<file path="src/rtl/bias_cfg_pkg.sv">
// constants for the panel bias voltage configuration registers
`default_nettype none
package bias_cfg_pkg;
  localparam logic [7:0] CMD_PAGE = 8'h04;
  localparam logic [7:0] ADDR_PWR_CTRL3 = 8'h6F;
  localparam logic [7:0] ADDR_COM_OUT = 8'h8B;
  localparam logic [7:0] ADDR_NEG_REG = 8'h8C;
  localparam logic [7:0] ADDR_CLAMP = 8'h8D;
  localparam logic [7:0] RST_PWR_CTRL3 = 8'h34;
  localparam logic [7:0] RST_COM_OUT = 8'hE3;
  localparam logic [7:0] RST_NEG_REG = 8'h03;
  localparam logic [7:0] RST_CLAMP = 8'h14;
  localparam logic [7:0] MASK_PWR_CTRL3 = 8'hFF;
  localparam logic [7:0] MASK_COM_OUT = 8'h08;
  localparam logic [7:0] MASK_LEVEL = 8'h7F;
  localparam int SRC_SEL_BIT = 0;
  localparam int MODE_SEL_BIT = 3;
  localparam logic [6:0] LEVEL_CODE_MIN = 7'h03;
  localparam logic [6:0] LEVEL_CODE_MAX = 7'h41;
  localparam int LEVEL_W = 9;
endpackage // bias_cfg_pkg
`default_nettype wire

</file>
<file path="src/rtl/cfg_byte_reg.sv">
// one command register byte with fixed bits and reset value
`timescale 1ns/100ps
`default_nettype none
module cfg_byte_reg #(
  parameter logic [7:0] ADDR = 8'h00,
  parameter logic [7:0] RST = 8'h00,
  parameter logic [7:0] WMASK = 8'hFF
) (
  input wire logic clk_i,
  input wire logic rst_n_i,
  input wire logic soft_rst_i,
  input wire logic wr_i,
  input wire logic [7:0] addr_i,
  input wire logic [7:0] wdata_i,
  output logic hit_o,
  output logic [7:0] q_o
);
  logic [7:0] val_ff;
  logic [7:0] nxt_val;
  assign hit_o = (addr_i == ADDR);
  // fixed bits always come from the reset value
  assign nxt_val = soft_rst_i ? RST :
                   (wr_i && hit_o) ? ((wdata_i & WMASK) | (RST & ~WMASK)) : val_ff;
  always_ff @(posedge clk_i or negedge rst_n_i) begin
    if (!rst_n_i) begin
      val_ff <= RST;
    end else begin
      val_ff <= nxt_val;
    end
  end
  assign q_o = val_ff;
endmodule // cfg_byte_reg
`default_nettype wire

</file>
<file path="src/rtl/panel_bias_voltage_config_regs.sv">
// command page 4 bias voltage configuration registers
`timescale 1ns/100ps
`default_nettype none
module panel_bias_voltage_config_regs (
  input wire logic clk_i,
  input wire logic arst_n_i,
  input wire logic soft_rst_i,
  input wire logic [7:0] cmd_page_i,
  input wire logic [7:0] cmd_addr_i,
  input wire logic cmd_wr_i,
  input wire logic cmd_rd_i,
  input wire logic [7:0] cmd_wdata_i,
  input wire logic panel_orientation_bit_i,
  input wire logic [bias_cfg_pkg::LEVEL_W-1:0] first_common_level_i,
  input wire logic [bias_cfg_pkg::LEVEL_W-1:0] second_common_level_i,
  output logic [7:0] cmd_rdata_o,
  output logic cmd_rvalid_o,
  output logic neg_logic_supply_src_sel_o,
  output logic common_output_mode_sel_o,
  output logic common_force_zero_o,
  output logic [bias_cfg_pkg::LEVEL_W-1:0] common_level_o,
  output logic [6:0] neg_gate_reg_level_code_o,
  output logic [6:0] gate_clamp_level_code_o,
  output logic neg_gate_level_valid_o,
  output logic gate_clamp_level_valid_o
);
  import bias_cfg_pkg::*;

  // ****************************************
  // reset synchroniser
  // ****************************************
  logic rst_s1_ff;
  logic rst_n_ff;
  always_ff @(posedge clk_i or negedge arst_n_i) begin
    if (!arst_n_i) begin
      rst_s1_ff <= 1'b0;
      rst_n_ff <= 1'b0;
    end else begin
      rst_s1_ff <= 1'b1;
      rst_n_ff <= rst_s1_ff;
    end
  end

  // ****************************************
  // decode
  // ****************************************
  // no power state gating: registers stay reachable in idle and sleep
  logic page_ok;
  logic wr_en;
  logic hit_pc3;
  logic hit_com;
  logic hit_neg;
  logic hit_clp;
  logic [7:0] q_pc3;
  logic [7:0] q_com;
  logic [7:0] q_neg;
  logic [7:0] q_clp;
  assign page_ok = (cmd_page_i == CMD_PAGE);
  assign wr_en = cmd_wr_i & page_ok;

  cfg_byte_reg #(
    .ADDR(ADDR_PWR_CTRL3),
    .RST(RST_PWR_CTRL3),
    .WMASK(MASK_PWR_CTRL3)
  ) u_pc3 (
    .clk_i(clk_i),
    .rst_n_i(rst_n_ff),
    .soft_rst_i(soft_rst_i),
    .wr_i(wr_en),
    .addr_i(cmd_addr_i),
    .wdata_i(cmd_wdata_i),
    .hit_o(hit_pc3),
    .q_o(q_pc3)
  );

  cfg_byte_reg #(
    .ADDR(ADDR_COM_OUT),
    .RST(RST_COM_OUT),
    .WMASK(MASK_COM_OUT)
  ) u_com (
    .clk_i(clk_i),
    .rst_n_i(rst_n_ff),
    .soft_rst_i(soft_rst_i),
    .wr_i(wr_en),
    .addr_i(cmd_addr_i),
    .wdata_i(cmd_wdata_i),
    .hit_o(hit_com),
    .q_o(q_com)
  );

  cfg_byte_reg #(
    .ADDR(ADDR_NEG_REG),
    .RST(RST_NEG_REG),
    .WMASK(MASK_LEVEL)
  ) u_neg (
    .clk_i(clk_i),
    .rst_n_i(rst_n_ff),
    .soft_rst_i(soft_rst_i),
    .wr_i(wr_en),
    .addr_i(cmd_addr_i),
    .wdata_i(cmd_wdata_i),
    .hit_o(hit_neg),
    .q_o(q_neg)
  );

  cfg_byte_reg #(
    .ADDR(ADDR_CLAMP),
    .RST(RST_CLAMP),
    .WMASK(MASK_LEVEL)
  ) u_clp (
    .clk_i(clk_i),
    .rst_n_i(rst_n_ff),
    .soft_rst_i(soft_rst_i),
    .wr_i(wr_en),
    .addr_i(cmd_addr_i),
    .wdata_i(cmd_wdata_i),
    .hit_o(hit_clp),
    .q_o(q_clp)
  );

  // ****************************************
  // read path
  // ****************************************
  logic [7:0] rd_mux;
  assign rd_mux = hit_pc3 ? q_pc3 : hit_com ? q_com : hit_neg ? q_neg :
                  hit_clp ? q_clp : 8'h00;

  // ****************************************
  // derived outputs
  // ****************************************
  logic mode_sel;
  logic [LEVEL_W-1:0] level_pick;
  logic neg_ok;
  logic clp_ok;
  assign mode_sel = q_com[MODE_SEL_BIT];
  // orientation comes in from the panel operation register
  assign level_pick = mode_sel ? '0 :
                      (panel_orientation_bit_i ? second_common_level_i
                                               : first_common_level_i);
  // reserved codes are kept but flagged; host must avoid them
  assign neg_ok = (q_neg[6:0] >= LEVEL_CODE_MIN) && (q_neg[6:0] <= LEVEL_CODE_MAX);
  assign clp_ok = (q_clp[6:0] >= LEVEL_CODE_MIN) && (q_clp[6:0] <= LEVEL_CODE_MAX);

  // ****************************************
  // read answer
  // ****************************************
  // unmapped page-4 addresses answer 00h so the host never waits on them
  logic [7:0] rdata_ff;
  logic rvalid_ff;
  logic rd_hit;
  assign rd_hit = cmd_rd_i & page_ok;
  always_ff @(posedge clk_i or negedge rst_n_ff) begin
    if (!rst_n_ff) begin
      rdata_ff <= 8'h00;
      rvalid_ff <= 1'b0;
    end else begin
      rdata_ff <= rd_hit ? rd_mux : 8'h00;
      rvalid_ff <= rd_hit;
    end
  end

  // ****************************************
  // supply source select
  // ****************************************
  logic src_ff;
  always_ff @(posedge clk_i or negedge rst_n_ff) begin
    if (!rst_n_ff) begin
      src_ff <= RST_PWR_CTRL3[SRC_SEL_BIT];
    end else begin
      src_ff <= q_pc3[SRC_SEL_BIT];
    end
  end

  // ****************************************
  // common output
  // ****************************************
  // mode and force flags are twin flops so each output keeps its own driver
  logic mode_ff;
  logic zero_ff;
  logic [LEVEL_W-1:0] level_ff;
  always_ff @(posedge clk_i or negedge rst_n_ff) begin
    if (!rst_n_ff) begin
      mode_ff <= RST_COM_OUT[MODE_SEL_BIT];
      zero_ff <= RST_COM_OUT[MODE_SEL_BIT];
      level_ff <= '0;
    end else begin
      mode_ff <= mode_sel;
      zero_ff <= mode_sel;
      level_ff <= level_pick;
    end
  end

  // ****************************************
  // level codes
  // ****************************************
  logic [6:0] neg_ff;
  logic [6:0] clp_ff;
  logic neg_ok_ff;
  logic clp_ok_ff;
  always_ff @(posedge clk_i or negedge rst_n_ff) begin
    if (!rst_n_ff) begin
      neg_ff <= RST_NEG_REG[6:0];
      clp_ff <= RST_CLAMP[6:0];
      neg_ok_ff <= 1'b1;
      clp_ok_ff <= 1'b1;
    end else begin
      neg_ff <= q_neg[6:0];
      clp_ff <= q_clp[6:0];
      neg_ok_ff <= neg_ok;
      clp_ok_ff <= clp_ok;
    end
  end

  assign cmd_rdata_o = rdata_ff;
  assign cmd_rvalid_o = rvalid_ff;
  assign neg_logic_supply_src_sel_o = src_ff;
  assign common_output_mode_sel_o = mode_ff;
  assign common_force_zero_o = zero_ff;
  assign common_level_o = level_ff;
  assign neg_gate_reg_level_code_o = neg_ff;
  assign gate_clamp_level_code_o = clp_ff;
  assign neg_gate_level_valid_o = neg_ok_ff;
  assign gate_clamp_level_valid_o = clp_ok_ff;
endmodule // panel_bias_voltage_config_regs
`default_nettype wire

</file>
<file path="config.mk">
export PLATFORM = sky130hd
export DESIGN_NAME = panel_bias_voltage_config_regs
export DESIGN_NICKNAME = d
export VERILOG_FILES = /design/src/rtl/bias_cfg_pkg.sv /design/src/rtl/cfg_byte_reg.sv /design/src/rtl/panel_bias_voltage_config_regs.sv
export SDC_FILE = /design/constraint.sdc
export NUM_CORES = 1
export LEC_CHECK = 0
export BUFFER_PORTS_ARGS = -buffer_cell sky130_fd_sc_hd__buf_2
export CORE_ASPECT_RATIO = 1.2
export CORE_MARGIN = 5
export CORE_UTILIZATION = 50
export CTS_BUF_LIST = sky130_fd_sc_hd__clkbuf_4 sky130_fd_sc_hd__clkbuf_8 sky130_fd_sc_hd__clkbuf_16
export DETAILED_ROUTE_END_ITERATION = 6
export MAX_ROUTING_LAYER = met4
export PLACE_DENSITY = 0.79
export SKIP_CTS_REPAIR_TIMING = 1
export SYNTH_ARGS = -nofsm -noshare
export SYNTH_HDL_FRONTEND = slang
export SYNTH_SLANG_ARGS = --single-unit
</file>
<file path="constraint.sdc">
create_clock -name clk_i -period 2.2 [get_ports clk_i]
set_clock_uncertainty 0.1 [all_clocks]
set_input_delay 0.33 -clock clk_i [delete_from_list [all_inputs] [get_ports clk_i]]
set_output_delay 0.33 -clock clk_i [all_outputs]
set_load 0.1 [all_outputs]
</file>
# Word-level counts from Yosys, hierarchy flattened
# Cells that the tools add are included.
# totals
input_bits	48
register_bits	70
word_cells	51
output_inout_bits	37
# classes
n_reduce_logical	10
n_mux	15
bitwise	2
n_eq_ne	5
magnitude_cmp	4
# ops
cell	count
two-way mux 8 bit	13
== test 8 bit (second input constant)	3
two-way mux 9 bit	2
>= comparator 7 x 2 -> 1 bit (second input constant)	2
<= comparator 7 bit (second input constant)	2
== test 8 x 3 -> 1 bit (second input constant)	1
== test 8 x 7 -> 1 bit (second input constant)	1
nonzero test 2 bit	4
logical AND 1 bit	6
AND 1 bit	2

# Depth between registers and ports, before layout
# depth
ltp_word	6
depth_mapped	6
depth_no_buf	4

# Modules after synthesis
# From an unflattened synthesis, not the netlist that was laid out.
# hier_totals
hier_cells	245
area_unflattened_um2	2977.9
# by_module_without_submodules
module	area_each_um2	instances	cells_each
panel_bias_voltage_config_regs	1542.7	1	113
cfg_byte_reg at u_pc3	459.2	1	38
cfg_byte_reg at u_neg	406.6	1	38
cfg_byte_reg at u_clp	394.1	1	37
cfg_byte_reg at u_com	175.2	1	19

# Worst setup path before layout
# OpenSTA, ideal clock, no wires.
# synth_timing
path_type	reg-to-output
start	register mode_ff, in the netlist common_output_mode_sel_o
end	output common_output_mode_sel_o
t_arrival_ns	1.324
path_stages_with_launch	2
t_required_ns	1.770
setup_slack_ns	0.446
path_cell_list	dfrtp_1 -> buf_4
# synth_lines
item	line	rtl
start: declaration	panel_bias_voltage_config_regs.sv:178	logic mode_ff;
start signal: assignment	panel_bias_voltage_config_regs.sv:183	mode_ff <= RST_COM_OUT[MODE_SEL_BIT];
start signal: assignment	panel_bias_voltage_config_regs.sv:187	mode_ff <= mode_sel;
end: declaration	panel_bias_voltage_config_regs.sv:19	output logic common_output_mode_sel_o,
# No word-level cell between the ends.

# Final worst setup path
# layout_timing
start	register clp_ff[4], in the netlist gate_clamp_level_code_o[4]
end	output gate_clamp_level_code_o[4]
# layout_lines
item	line	rtl
start: declaration	panel_bias_voltage_config_regs.sv:197	logic [6:0] clp_ff;
start signal: assignment	panel_bias_voltage_config_regs.sv:203	clp_ff <= RST_CLAMP[6:0];
start signal: assignment	panel_bias_voltage_config_regs.sv:208	clp_ff <= q_clp[6:0];
end: declaration	panel_bias_voltage_config_regs.sv:23	output logic [6:0] gate_clamp_level_code_o,
# No word-level cell between the ends.

==> impl_metrics.toml <==
[routing]
dr.first_iter.drc_count = 132
drc = 0
via_per_inst = 5.52
met3_length_um = 466
num_vias = 2052
firstDrtPassIters = 4
ant_nets = 0
highest_layer = "met4"
met1Wirelength_um = 2450
wl_per_cell_um = 15.8
wl_um = 5900
dr_wl_met2_um = 2890

[synth]
avgSynthCellArea_um2 = 11.8
synth_warnings = 0
synth-xor-area-share_pct = 0
synth-adder-area-share_pct = 0
yosysTopAreaCellShare_pct = 46.0
synth_edf_count = 0
yosys.area.top_type = "dfrtp_1"
synth_top_family_by_area = "simple AND/OR/NAND/NOR gates"
synthCells = 222
async_reset_ff_share_pct = 100
ys_types = 36
synth-compound-area-share_pct = 10.2
synthTopCellsByArea = "dfrtp_1 (46%), dfstp_2 (13%), mux2i_1 (8.8%)"
syn_nets = 270
synth_simple_gate_area_share_pct = 17.5
synth_mux_area_share_pct = 9.69
ys.flop_type = "dfrtp_1"
yosysSeqAreaShare_pct = 59.1
syn_area_mm2 = 0.00261
synth-seq-cells = 61

[place]
gp_congestion = 0.814
detailedPlacementHpwl_um = 4380
io_buffers = 84

[timing]
worst_pin_slew_ps = 530
hold_violations = 0
fmax_ghz = 0.591
finalMaxSlewViolations = 0
setup_violations = 0
fin_crit_ps = 1690
setup_tns_ps = 0
rsz0062_at_grt = "false"
fin_crit_sh_pct = 76.9
max_slew_margin_pct = 64.6

[critical_path]
worstPathArrival_ps = 1260
critical-path-top-delay-family = "flip-flops"
critPathBufInv = 1
critPathRequiredTime_ps = 1770
crit_type = "flop to output port"
cpMaxStageDelayCell = "dfstp_2"
crit_path_end_kind = "output port"
critPathMaxStageDelay_ps = 510
path_max_fanout = 1
worstSetupStartpointType = "flop"
crit_chain = "buf_2"

[finish]
final_common_cell = "buf_2"
nNetsFinal = 355
fillers = 392
final_cell_mix = "buf_2 (84), dfrtp_1 (47), nor2_1 (30)"
area_growth_pct = 23.9
drive_gt1_share_pct = 41.7
n_antenna_cell = 0
multi_input_area_um2 = 977
regArea_mm2 = 0.00154

[pwr]
p_leak_nw = 1.60
total_power_mw = 2.23
peakVddDrop_uv = 386
pwr_density_cell_mw_per_mm2 = 691

[global_routing]
grt_usage_pct = 18.8
grt_pass1_wl_um = 9800
grt_max_degree = 37
grt_pass1_vias = 1974
gr-total-overflow = 0
antenna_found_initial = 0

[clocking]
htree_levels = 3
cts_buffers = 9
cts_sinks = 61
cts_tree = "done"
clock_latency_ps = 340
cts_root_buf = "clkbuf_8"
clk_path_buf_depth = 2
clk_pin_slew_ps = 70

[die]
start_util_pct = 52.1
die-width_um = 75.9
coreArea_mm2 = 0.00501
dieHeight_um = 89.1
dieArea_mm2 = 0.00677
pin_count = 85
floorplan.rows = 28

[flow_run]
maxCapViolations = 0

[worst_hold_path]
hold_class = "input port to flop"

[status]
status = "finished clean"
-- flip-flops by register name, indices dropped and copies added, names as in the netlist, 7 cells and up --
name and count:
u_pc3.q_o 8, neg_gate_reg_level_code_o 7, cmd_rdata_o 8, u_neg.q_o 7, u_clp.q_o 7, gate_clamp_level_code_o 7, common_level_o 9
-- path summary, 6_finish.rpt --
check                      cells past startpoint                  startpoint  slack (ps)                    endpoint
max in group asynchronous                      1                    rst_n_ff        1220                u_clp.q_o[4]
min reg2reg                                    0                    rst_n_ff         150              cmd_rdata_o[0]
min                                            3    second_common_level_i[7]         140           common_level_o[7]
max reg2reg                                    4                u_clp.q_o[5]         770    gate_clamp_level_valid_o
max                                            1  gate_clamp_level_code_o[4]         510  gate_clamp_level_code_o[4]
min in group asynchronous                      0                    rst_n_ff         150              cmd_rdata_o[0]
-- through the flow --
stage                     worst slack (ps)  instance area (µm²)  hold WS (ps)  util, %  cells
after floorplan                        299                 2610         -65.6        -    222
after global placement                 321                 3060          15.2     61.0    355
after detailed placement               283                 3060          15.2     61.0    355
after CTS                              496                 3220          -347     64.3    371
after global routing                   483                 3230           143     64.5    372
final                                  508                 3230           140     64.5    372
-- cells by family after synthesis --
logic type	Yosys count
other	1
multiplexers	25
flip-flops	61
AND/OR/NAND/NOR	77
AO/OA/AOI/OAI	42
buffers and inverters	16
-- report_power, final --
part	internal, mW	switching (mW)
sequential	1.14	0.0109
combinational	0.0692	0.177
clock	0.425	0.414
-- per-layer routing --
metal  track usage [%]  vias up
li1                  -      965
met1              24.2      982
met2              28.3       93
met3              4.64       12
met4              8.25        0
met5                 -        -
-- layout make-up --
class,instances,share of cell area (%)
Timing Repair Buffer,87,14.2
Tap cell,60,2.32
Sequential cell,61,47.8
Multi-Input combinational cell,145,30.2
Clock buffer,11,4.30
Inverter,3,0.348
Clock inverter,5,0.852
-- Yosys cell counts (4+ instances only) --
cell      number
a21oi_1       16
clkbuf_1       6
dfrtp_1       48
dfstp_2       13
mux2i_1       23
nand2_1        4
nand2b_1       4
nand3_1       11
nand4_1       10
nor2_1        30
o21ai_0       13
o221a_2        4
o31ai_1        4
(Power assumes the default switching activity.)
